<file path="src/pkg/cmx_pkg.sv">
package cmx_pkg;

  // ****************************************************************
  // Register map and field layout.
  // ****************************************************************
  localparam int          CMX_AW            = 8;
  localparam int          CMX_DW            = 8;
  localparam logic [7:0]  CMX_OFS_CTRL      = 8'h00;
  localparam logic [7:0]  CMX_OFS_MUX       = 8'h02;
  localparam logic [7:0]  CMX_OFS_IRQ_EN    = 8'h06;
  localparam logic [7:0]  CMX_OFS_STATUS    = 8'h07;
  localparam logic [7:0]  CMX_RST_CTRL      = 8'h00;
  localparam logic [7:0]  CMX_RST_MUX       = 8'h00;
  localparam logic [7:0]  CMX_RST_IRQ_EN    = 8'h00;
  localparam logic [7:0]  CMX_RST_STATUS    = 8'h00;
  localparam logic [7:0]  CMX_MASK_CTRL     = 8'hF1;
  localparam logic [7:0]  CMX_MASK_MUX      = 8'h8B;
  localparam logic [7:0]  CMX_MASK_IRQ_EN   = 8'h01;
  localparam int          CMX_BIT_ENABLE    = 0;
  localparam int          CMX_BIT_EDGE_LO   = 4;
  localparam int          CMX_BIT_PAD_EN    = 6;
  localparam int          CMX_BIT_STBY_RUN  = 7;
  localparam int          CMX_BIT_INVERT    = 7;
  localparam int          CMX_BIT_POS_SEL   = 3;
  localparam int          CMX_BIT_NEG_LO    = 0;
  localparam int          CMX_BIT_CMP_IRQ   = 0;
  localparam int          CMX_BIT_STATE     = 4;
  localparam int          CMX_SYNC_CYCLES   = 3;

  // ****************************************************************
  // Edge and negative input encodings.
  // ****************************************************************
  localparam logic [1:0]  CMX_EDGE_ANY      = 2'h0;
  localparam logic [1:0]  CMX_EDGE_RESERVED = 2'h1;
  localparam logic [1:0]  CMX_EDGE_FALL     = 2'h2;
  localparam logic [1:0]  CMX_EDGE_RISE     = 2'h3;
  localparam logic [1:0]  CMX_NEG_PIN_ZERO  = 2'h0;
  localparam logic [1:0]  CMX_NEG_PIN_ONE   = 2'h1;
  localparam logic [1:0]  CMX_NEG_VREF      = 2'h2;
  localparam logic [1:0]  CMX_NEG_DAC       = 2'h3;

  // ****************************************************************
  // Carriers.
  // ****************************************************************
  typedef struct packed {
    logic [7:0] addr;
    logic [7:0] wdata;
    logic       wr;
    logic       rd;
  } cmx_bus_req_t;

  typedef struct packed {
    logic       positive_input_select;
    logic [1:0] negative_input_select;
  } cmx_mux_sel_t;

endpackage

</file>
<file path="src/verilog/cmx_top.sv">
`timescale 1ns/1ps
// Overview of operation
// - Invert bit seven flips comparator output
// - Inverted level feeds events, pad, state, flag
// - Positive select bit three picks pin
// - Negative select code picks pin, reference, converter
// - Enable bit zero gates interrupt request
// - State bit four shows synchronised level
// - Writing one to flag clears it
// - Edge mode chooses edges that set flag
// - Request stays high until flag or enable bit zero cleared
// - Standby run: events update, status frozen
// - Enabled comparator drives output event, except in standby with standby run clear
module cmx_top
  import cmx_pkg::*;
(
  // Clock and reset.
  input  wire logic         clk,
  input  wire logic         rst_n,
  // Register port.
  input  wire cmx_bus_req_t bus_req,
  output logic [7:0]        rdata,
  // Comparator core.
  input  wire logic         cmp_raw,
  output cmx_mux_sel_t      mux_sel,
  output logic              cmp_enable,
  // Sleep control.
  input  wire logic         standby,
  // Outputs to the system.
  output logic              event_out,
  output logic              pad_out,
  output logic              pad_en,
  output logic              irq
);

  // ****************************************************************
  // Registers.
  // ****************************************************************
  logic [7:0] ctrl_reg;
  logic [7:0] mux_reg;
  logic [7:0] irq_en_reg;
  logic       flag_reg;
  logic       flag_next;
  logic       sync1_reg;
  logic       sync2_reg;
  logic       state_reg;
  logic       state_prev_reg;
  logic [7:0] rdata_reg;
  logic       irq_reg;
  logic       event_reg;
  logic       pad_out_reg;
  logic       pad_en_reg;
  logic       level;
  logic       run_events;
  logic       run_status;
  logic       rise;
  logic       fall;
  logic       edge_hit;
  logic       clear_hit;
  logic [1:0] edge_mode;

  assign edge_mode  = ctrl_reg[CMX_BIT_EDGE_LO +: 2];
  assign run_events = !standby || ctrl_reg[CMX_BIT_STBY_RUN];
  assign run_status = !standby;
  assign level      = sync2_reg ^ mux_reg[CMX_BIT_INVERT];

  // ****************************************************************
  // Register writes.
  // ****************************************************************
  always_ff @(posedge clk)
  begin
    if (!rst_n)
    begin
      ctrl_reg   <= CMX_RST_CTRL;
      mux_reg    <= CMX_RST_MUX;
      irq_en_reg <= CMX_RST_IRQ_EN;
    end
    else if (bus_req.wr)
    begin
      case (bus_req.addr)
        CMX_OFS_CTRL:   ctrl_reg   <= bus_req.wdata & CMX_MASK_CTRL;
        CMX_OFS_MUX:    mux_reg    <= bus_req.wdata & CMX_MASK_MUX;
        CMX_OFS_IRQ_EN: irq_en_reg <= bus_req.wdata & CMX_MASK_IRQ_EN;
        default:        ;
      endcase
    end
  end

  // ****************************************************************
  // Register reads.
  // ****************************************************************
  always_ff @(posedge clk)
  begin
    if (!rst_n)
      rdata_reg <= 8'h00;
    else if (bus_req.rd)
    begin
      case (bus_req.addr)
        CMX_OFS_CTRL:   rdata_reg <= ctrl_reg;
        CMX_OFS_MUX:    rdata_reg <= mux_reg;
        CMX_OFS_IRQ_EN: rdata_reg <= irq_en_reg;
        CMX_OFS_STATUS:
          rdata_reg <= {3'h0, state_reg, 3'h0, flag_reg};
        default:        rdata_reg <= 8'h00;
      endcase
    end
    else
      rdata_reg <= 8'h00;
  end

  // ****************************************************************
  // Comparator output synchroniser and state.
  // ****************************************************************
  always_ff @(posedge clk)
  begin
    if (!rst_n)
    begin
      sync1_reg <= 1'b0;
      sync2_reg <= 1'b0;
    end
    else
    begin
      sync1_reg <= cmp_raw;
      sync2_reg <= sync1_reg;
    end
  end

  always_ff @(posedge clk)
  begin
    if (!rst_n)
    begin
      state_reg      <= 1'b0;
      state_prev_reg <= 1'b0;
    end
    else if (run_status)
    begin
      state_reg      <= level;
      state_prev_reg <= state_reg;
    end
  end

  // ****************************************************************
  // Interrupt flag.
  // ****************************************************************
  assign rise = state_reg && !state_prev_reg;
  assign fall = !state_reg && state_prev_reg;

  always_comb
  begin
    case (edge_mode)
      CMX_EDGE_ANY:  edge_hit = rise || fall;
      CMX_EDGE_FALL: edge_hit = fall;
      CMX_EDGE_RISE: edge_hit = rise;
      default:       edge_hit = 1'b0;
    endcase
  end

  assign clear_hit = bus_req.wr && (bus_req.addr == CMX_OFS_STATUS)
                     && bus_req.wdata[CMX_BIT_CMP_IRQ];

  always_comb
  begin
    flag_next = flag_reg;
    if (run_status)
    begin
      if (clear_hit)
        flag_next = 1'b0;
      if (edge_hit && ctrl_reg[CMX_BIT_ENABLE])
        flag_next = 1'b1;
    end
  end

  always_ff @(posedge clk)
  begin
    if (!rst_n)
      flag_reg <= 1'b0;
    else
      flag_reg <= flag_next;
  end

  always_ff @(posedge clk)
  begin
    if (!rst_n)
      irq_reg <= 1'b0;
    else
      irq_reg <= irq_en_reg[CMX_BIT_CMP_IRQ] && flag_reg;
  end

  // ****************************************************************
  // Event and pad outputs.
  // ****************************************************************
  always_ff @(posedge clk)
  begin
    if (!rst_n)
    begin
      event_reg   <= 1'b0;
      pad_out_reg <= 1'b0;
      pad_en_reg  <= 1'b0;
    end
    else if (run_events)
    begin
      event_reg   <= ctrl_reg[CMX_BIT_ENABLE] && level;
      pad_out_reg <= ctrl_reg[CMX_BIT_ENABLE] && level;
      pad_en_reg  <= ctrl_reg[CMX_BIT_ENABLE] && ctrl_reg[CMX_BIT_PAD_EN];
    end
  end

  // ****************************************************************
  // Outputs.
  // ****************************************************************
  assign rdata                         = rdata_reg;
  assign mux_sel.positive_input_select = mux_reg[CMX_BIT_POS_SEL];
  assign mux_sel.negative_input_select = mux_reg[CMX_BIT_NEG_LO +: 2];
  assign cmp_enable                    = ctrl_reg[CMX_BIT_ENABLE];
  assign event_out                     = event_reg;
  assign pad_out                       = pad_out_reg;
  assign pad_en                        = pad_en_reg;
  assign irq                           = irq_reg;
endmodule

</file>
<file path="config.mk">
export PLATFORM = sky130hd
export DESIGN_NAME = cmx_top
export DESIGN_NICKNAME = d
export VERILOG_FILES = /design/src/pkg/cmx_pkg.sv /design/src/verilog/cmx_top.sv
export SDC_FILE = /design/constraint.sdc
export NUM_CORES = 1
export LEC_CHECK = 0
export BUFFER_PORTS_ARGS = -buffer_cell sky130_fd_sc_hd__buf_4
export CAP_MARGIN = 20
export CORE_ASPECT_RATIO = 1.5
export CORE_MARGIN = 3
export CORE_UTILIZATION = 44
export DETAILED_ROUTE_END_ITERATION = 7
export PLACE_DENSITY = 0.74
export SLEW_MARGIN = 20
export SYNTH_ARGS = -nofsm -noshare
export SYNTH_HDL_FRONTEND = slang
export SYNTH_SLANG_ARGS = --single-unit
</file>
<file path="constraint.sdc">
create_clock -name clk -period 1.4 [get_ports clk]
set_input_delay 0.14 -clock clk [delete_from_list [all_inputs] [get_ports clk]]
set_output_delay 0.14 -clock clk [all_outputs]
set_load 0.01 [all_outputs]
</file>
## Word-level counts from Yosys, hierarchy flattened

Cells that the tools add are included.

| cells by class | value |
|---|---|
| equality and inequality tests | 5 |
| mux-type cells | 4 |
| bitwise operators | 2 |
| reductions and logical operators | 21 |

Operator list:

| kind | number |
|---|---|
| one-hot mux 8 bit (4 select lines) | 1 |
| equality test 8 x 3 -> 1 bit (second input constant) | 2 |
| AND reduction 2 bit | 5 |
| equality test 8 x 2 -> 1 bit (second input constant) | 1 |
| logical AND 1 bit | 8 |
| logical NOT 8 bit | 1 |
| equality test 2 bit (second input constant) | 2 |
| logical NOT 1 bit | 3 |
| one-hot mux 1 bit (3 select lines) | 1 |
| logical NOT 2 bit | 1 |
| logical OR 1 bit | 2 |
| two-way mux 1 bit | 2 |
| nonzero test 2 bit | 1 |
| inverter 1 bit | 1 |
| XOR 1 bit | 1 |

| storage, ports and cells | value |
|---|---|
| bits in registers | 26 |
| bits of input ports | 22 |
| output and inout port bits | 16 |
| word-level logic and storage cells | 44 |

## Depth between registers and ports, before layout

| logic depth | value |
|---|---|
| word-level depth | 7 |
| depth in mapped cells | 5 |
| depth with buffers taken out | 5 |

## Least setup slack after synthesis

No wires, ideal clock.

| path | value |
|---|---|
| path kind | input to register |
| start | in bus_req[15] (netlist name) |
| end | reg ctrl_reg[0] |
| library setup time | 0.072 ns |
| data arrival time | 1.425 ns |
| path slack | -0.097 ns |
| stages on the path | 4 |
| path through | or4_4 > buf_6 > nor4_4 > mux2i_1 |

| between the ends | value |
|---|---|
| longest elaborated chain between the ends | 2 |

Ends and longest elaborated chain:

| item | line | source |
|---|---|---|
| start, declared | cmx_top.sv:21 | `input wire cmx_bus_req_t bus_req,` |
| logical NOT 8 bit | cmx_top.sv:80 | `case (bus_req.addr)` |
| AND reduction 2 bit (no line) | n/a |  |
| end signal, assigned | cmx_top.sv:81 | `CMX_OFS_CTRL: ctrl_reg <= bus_req.wdata & CMX_MASK_CTRL;` |
| end, declared | cmx_top.sv:39 | `logic [7:0] ctrl_reg;` |

No other way between the ends.
A chain may end at the register's enable or synchronous reset.

## Worst setup path in the final report

| path | value |
|---|---|
| start | reg state_reg |
| end | reg flag_reg |

| between the ends | value |
|---|---|
| longest elaborated chain between the ends | 7 |

Ends and longest elaborated chain:

| item | line | source |
|---|---|---|
| start, declared | cmx_top.sv:46 | `logic state_reg;` |
| start signal, assigned | cmx_top.sv:137 | `state_reg <= level;` |
| logical NOT 1 bit | cmx_top.sv:146 | `assign fall = !state_reg && state_prev_reg;` |
| logical AND 1 bit | cmx_top.sv:146 |  |
| logical OR 1 bit | cmx_top.sv:151 | `CMX_EDGE_ANY: edge_hit = rise \|\| fall;` |
| one-hot mux 1 bit (3 select lines) (*) | cmx_top.sv:150 | `case (edge_mode)` |
| logical AND 1 bit (*) | cmx_top.sv:168 | `if (edge_hit && ctrl_reg[CMX_BIT_ENABLE])` |
| nonzero test 2 bit (no line) | n/a |  |
| AND reduction 2 bit (no line) | n/a |  |
| end signal, assigned | cmx_top.sv:178 | `flag_reg <= flag_next;` |
| end, declared | cmx_top.sv:42 | `logic flag_reg;` |

Every way passes the cells marked *; elsewhere a longest branch is shown, timed or not.

==> impl_metrics.tcl <==
set metrics [dict create \
    outcome "finished clean" \
    synthCells 117 \
    cts_tree "yes" \
    port-buffer-count 35 \
    numCtsBuffers 3 \
    via_per_inst 5.366 \
    htreeDepth 1 \
    cp-startpoint "state_reg$_SDFFE_PN0N_" \
    cts_hold_buf 0 \
    fin_crit_sh_pct 91.55 \
    min_from "cmp_raw" \
    synth_edf_count 0 \
    hold_viol 0 \
    crit_slowest_cell "dfxtp_1" \
    drive_above_1_share_pct 32.21 \
    holdPathStages 2 \
    required_ns 1.60 \
    layout_min_cycle_time_ns 1.282 \
    ys_seq_area_share_pct 44.49 \
    m1WireLength_um 966 \
    drc 0 \
    grtUsageTotal_pct 16.73 \
    ctsResizeCount 0 \
    grt_overflow 0 \
    antenna_found_initial 0 \
    cp.arrival_ns 1.49 \
    slowest_delay_ns 0.43 \
    timing.rr.start "state_reg$_SDFFE_PN0N_" \
    fp.dieW_um 47.28 \
    endpoint_kind "register" \
    crit_chain "inv_1, ha_1, nor2_1, a211oi_1, o31ai_1" \
    yosys-top-cells-count "dfxtp_1 (25), nand2_1 (20), mux2i_1 (13), buf_4 (5)" \
    largest_reg_flops 7 \
    wire_per_inst_um 13.76 \
    final.setup.tns_ns 0 \
    start_kind "register" \
    finalClockSkew_ns 0.0009032 \
    num_vias 923 \
    holdCritPathClass "input port to register" \
    fin_nets 174 \
    async_reset_ff_share_pct 0 \
    cts.path.max_buffers 2 \
    synthesis.nets 141 \
    irDropWorstVdd_v 0.0006609 \
    synth_top_cell_by_area "dfxtp_1" \
    wl_met2_um 1171 \
    fmax_ghz 0.7802 \
    n_antenna_cell 0 \
    place_inst 168 \
    cellPowerDensity_mw_per_mm2 826.9 \
    dieHeight_um 67.93 \
    wl_met3_um 128 \
    fin_ws_ns 0.1183 \
    synth_area_mm2 0.001125 \
    grt_pass1_vias 930 \
    pin_count 38 \
    gp_congestion 0.8565 \
    pre_cts_ws_ns -0.1804 \
    synth_ff_type "dfxtp_1" \
    ff2ff_path_depth 5 \
    core_area_mm2 0.002338 \
    drt.antenna.violating_nets 0 \
    cts-root-buf "clkbuf_4" \
    yosysTopAreaCellShare_pct 44.49 \
    grt_pass1_wl_um 3788 \
    yosysWarnings 0 \
    first_pass_iters 4 \
    route.top_layer_used "met4" \
    grt_start_max_net_pins 24 \
    cts_sinks 25 \
    synth_area_leaders "dfxtp_1 (44%), mux2i_1 (12%), nand2_1 (6.7%), buf_4 (3.3%), nor4b_2 (2.7%)" \
    hpwlAfterDp_um 1849 \
    rsz0062_at_grt "no" \
    finalMaxSlewViolations 0 \
    path_class "register to register" \
    yosys.cell_types.count 34 \
    synthToLayoutAreaGrowth_pct 24.58 \
    wirelength_um 2366 \
    drtIter0Drc 23 \
    ys_seq_elements 25 \
    start_util_pct 48.10 \
    power_mw 1.159 \
    cp_max_fo 4 \
    post_cts_buffers 0 \
    clk-insertion-delay-late_ns 0.31 \
    maxCapViolations 0 \
    synth.most_common_cell "dfxtp_1" \
    path_clk_slew_ns 0.13 \
    leakage_nw 0.5818 \
    setup_violations 0 \
    avgSynthCellArea_um2 9.614 \
    num_rows 21 \
    die_area_mm2 0.003211 \
    final_cells 172 \
]
-- metal layers --
layer	GRT usage, %	vias up
met5	0	-
met4	13.15	0
met3	3.158	8
met2	27.85	33
met1	17.36	422
li1	-	460
-- path summary, 6_finish.rpt --
check | endpoint | slack [ns]
worst min-delay path | sync1_reg$_SDFF_PN0_ | 0.03
worst min register to register | sync2_reg$_SDFF_PN0_ | 0.45
worst max register to register | flag_reg$_SDFFE_PN0P_ | 0.12
worst max-delay path | flag_reg$_SDFFE_PN0P_ | 0.12
-- cell usage in the layout, fill, tap and decap left out, drive strengths merged --
cell | synthesis | final
clkbuf | 4 | 4
mux2i | 13 | 13
o311ai | 1 | 1
a211oi | 2 | 2
a21oi | 4 | 4
inv | 4 | 4
o31ai | 1 | 1
conb | 1 | 1
nand2b | 2 | 2
or4 | 1 | 1
buf | 6 | 38
ha | 2 | 2
nand4b | 1 | 1
and2 | 2 | 2
nand3 | 3 | 3
nor4 | 2 | 2
and4 | 2 | 2
o211a | 1 | 1
nand3b | 3 | 3
nand4 | 1 | 1
dfxtp | 25 | 25
nor2 | 4 | 4
nand2 | 20 | 20
or3 | 1 | 1
a21boi | 1 | 1
nor3 | 4 | 4
xor2 | 1 | 1
nor2b | 1 | 1
and3 | 1 | 1
or2 | 1 | 1
nor4b | 2 | 2
-- critical path, delay by kind of cell (launching register included) --
| kind | cells | cell delay [ns] |
|---|---|---|
| flip-flops | 1 | 0.43 |
| AO/OA/AOI/OAI | 2 | 0.34 |
| adder cells (fa/ha/maj) | 1 | 0.28 |
| buffers and inverters | 1 | 0.08 |
| AND/OR/NAND/NOR | 1 | 0.04 |
-- power by group --
part           internal, mW  total (mW)  switching (mW)
combinational        0.0587       0.118          0.0597
sequential            0.717       0.721         0.00397
clock                 0.111       0.319           0.208
total                 0.887        1.16           0.271
-- logic make-up after synthesis --
kind of cell | after synthesis | synth area share, %
multiplexers | 13 | 11.57
XOR/XNOR | 1 | 0.7788
adder cells (fa/ha/maj) | 2 | 2.224
AO/OA/AOI/OAI | 10 | 6.118
flip-flops | 25 | 44.49
other | 1 | 0.3334
buffers and inverters | 14 | 7.007
AND/OR/NAND/NOR | 51 | 27.48
-- per-stage QoR --
| stage | hold WS, ns | util (%) | cell area (um^2) |
|---|---|---|---|
| floorplan | 0.2390 | - | 1125 |
| global placement | 0.3527 | 58.80 | 1375 |
| detailed placement | 0.3532 | 58.80 | 1375 |
| CTS | 0.01339 | 59.93 | 1401 |
| global route | 0.02185 | 59.93 | 1401 |
| finish | 0.02622 | 59.93 | 1401 |
-- cell type report --
class / count / area, um^2
sequential: 25 / 500.5
multi-input combinational: 78 / 545.5
fill: 210 / 937.1
tap: 23 / 28.78
timing repair buffer: 38 / 285.3
clock buffer: 4 / 26.28
inverter: 4 / 15.01
Note: power is estimated with default switching activity, not from simulation.
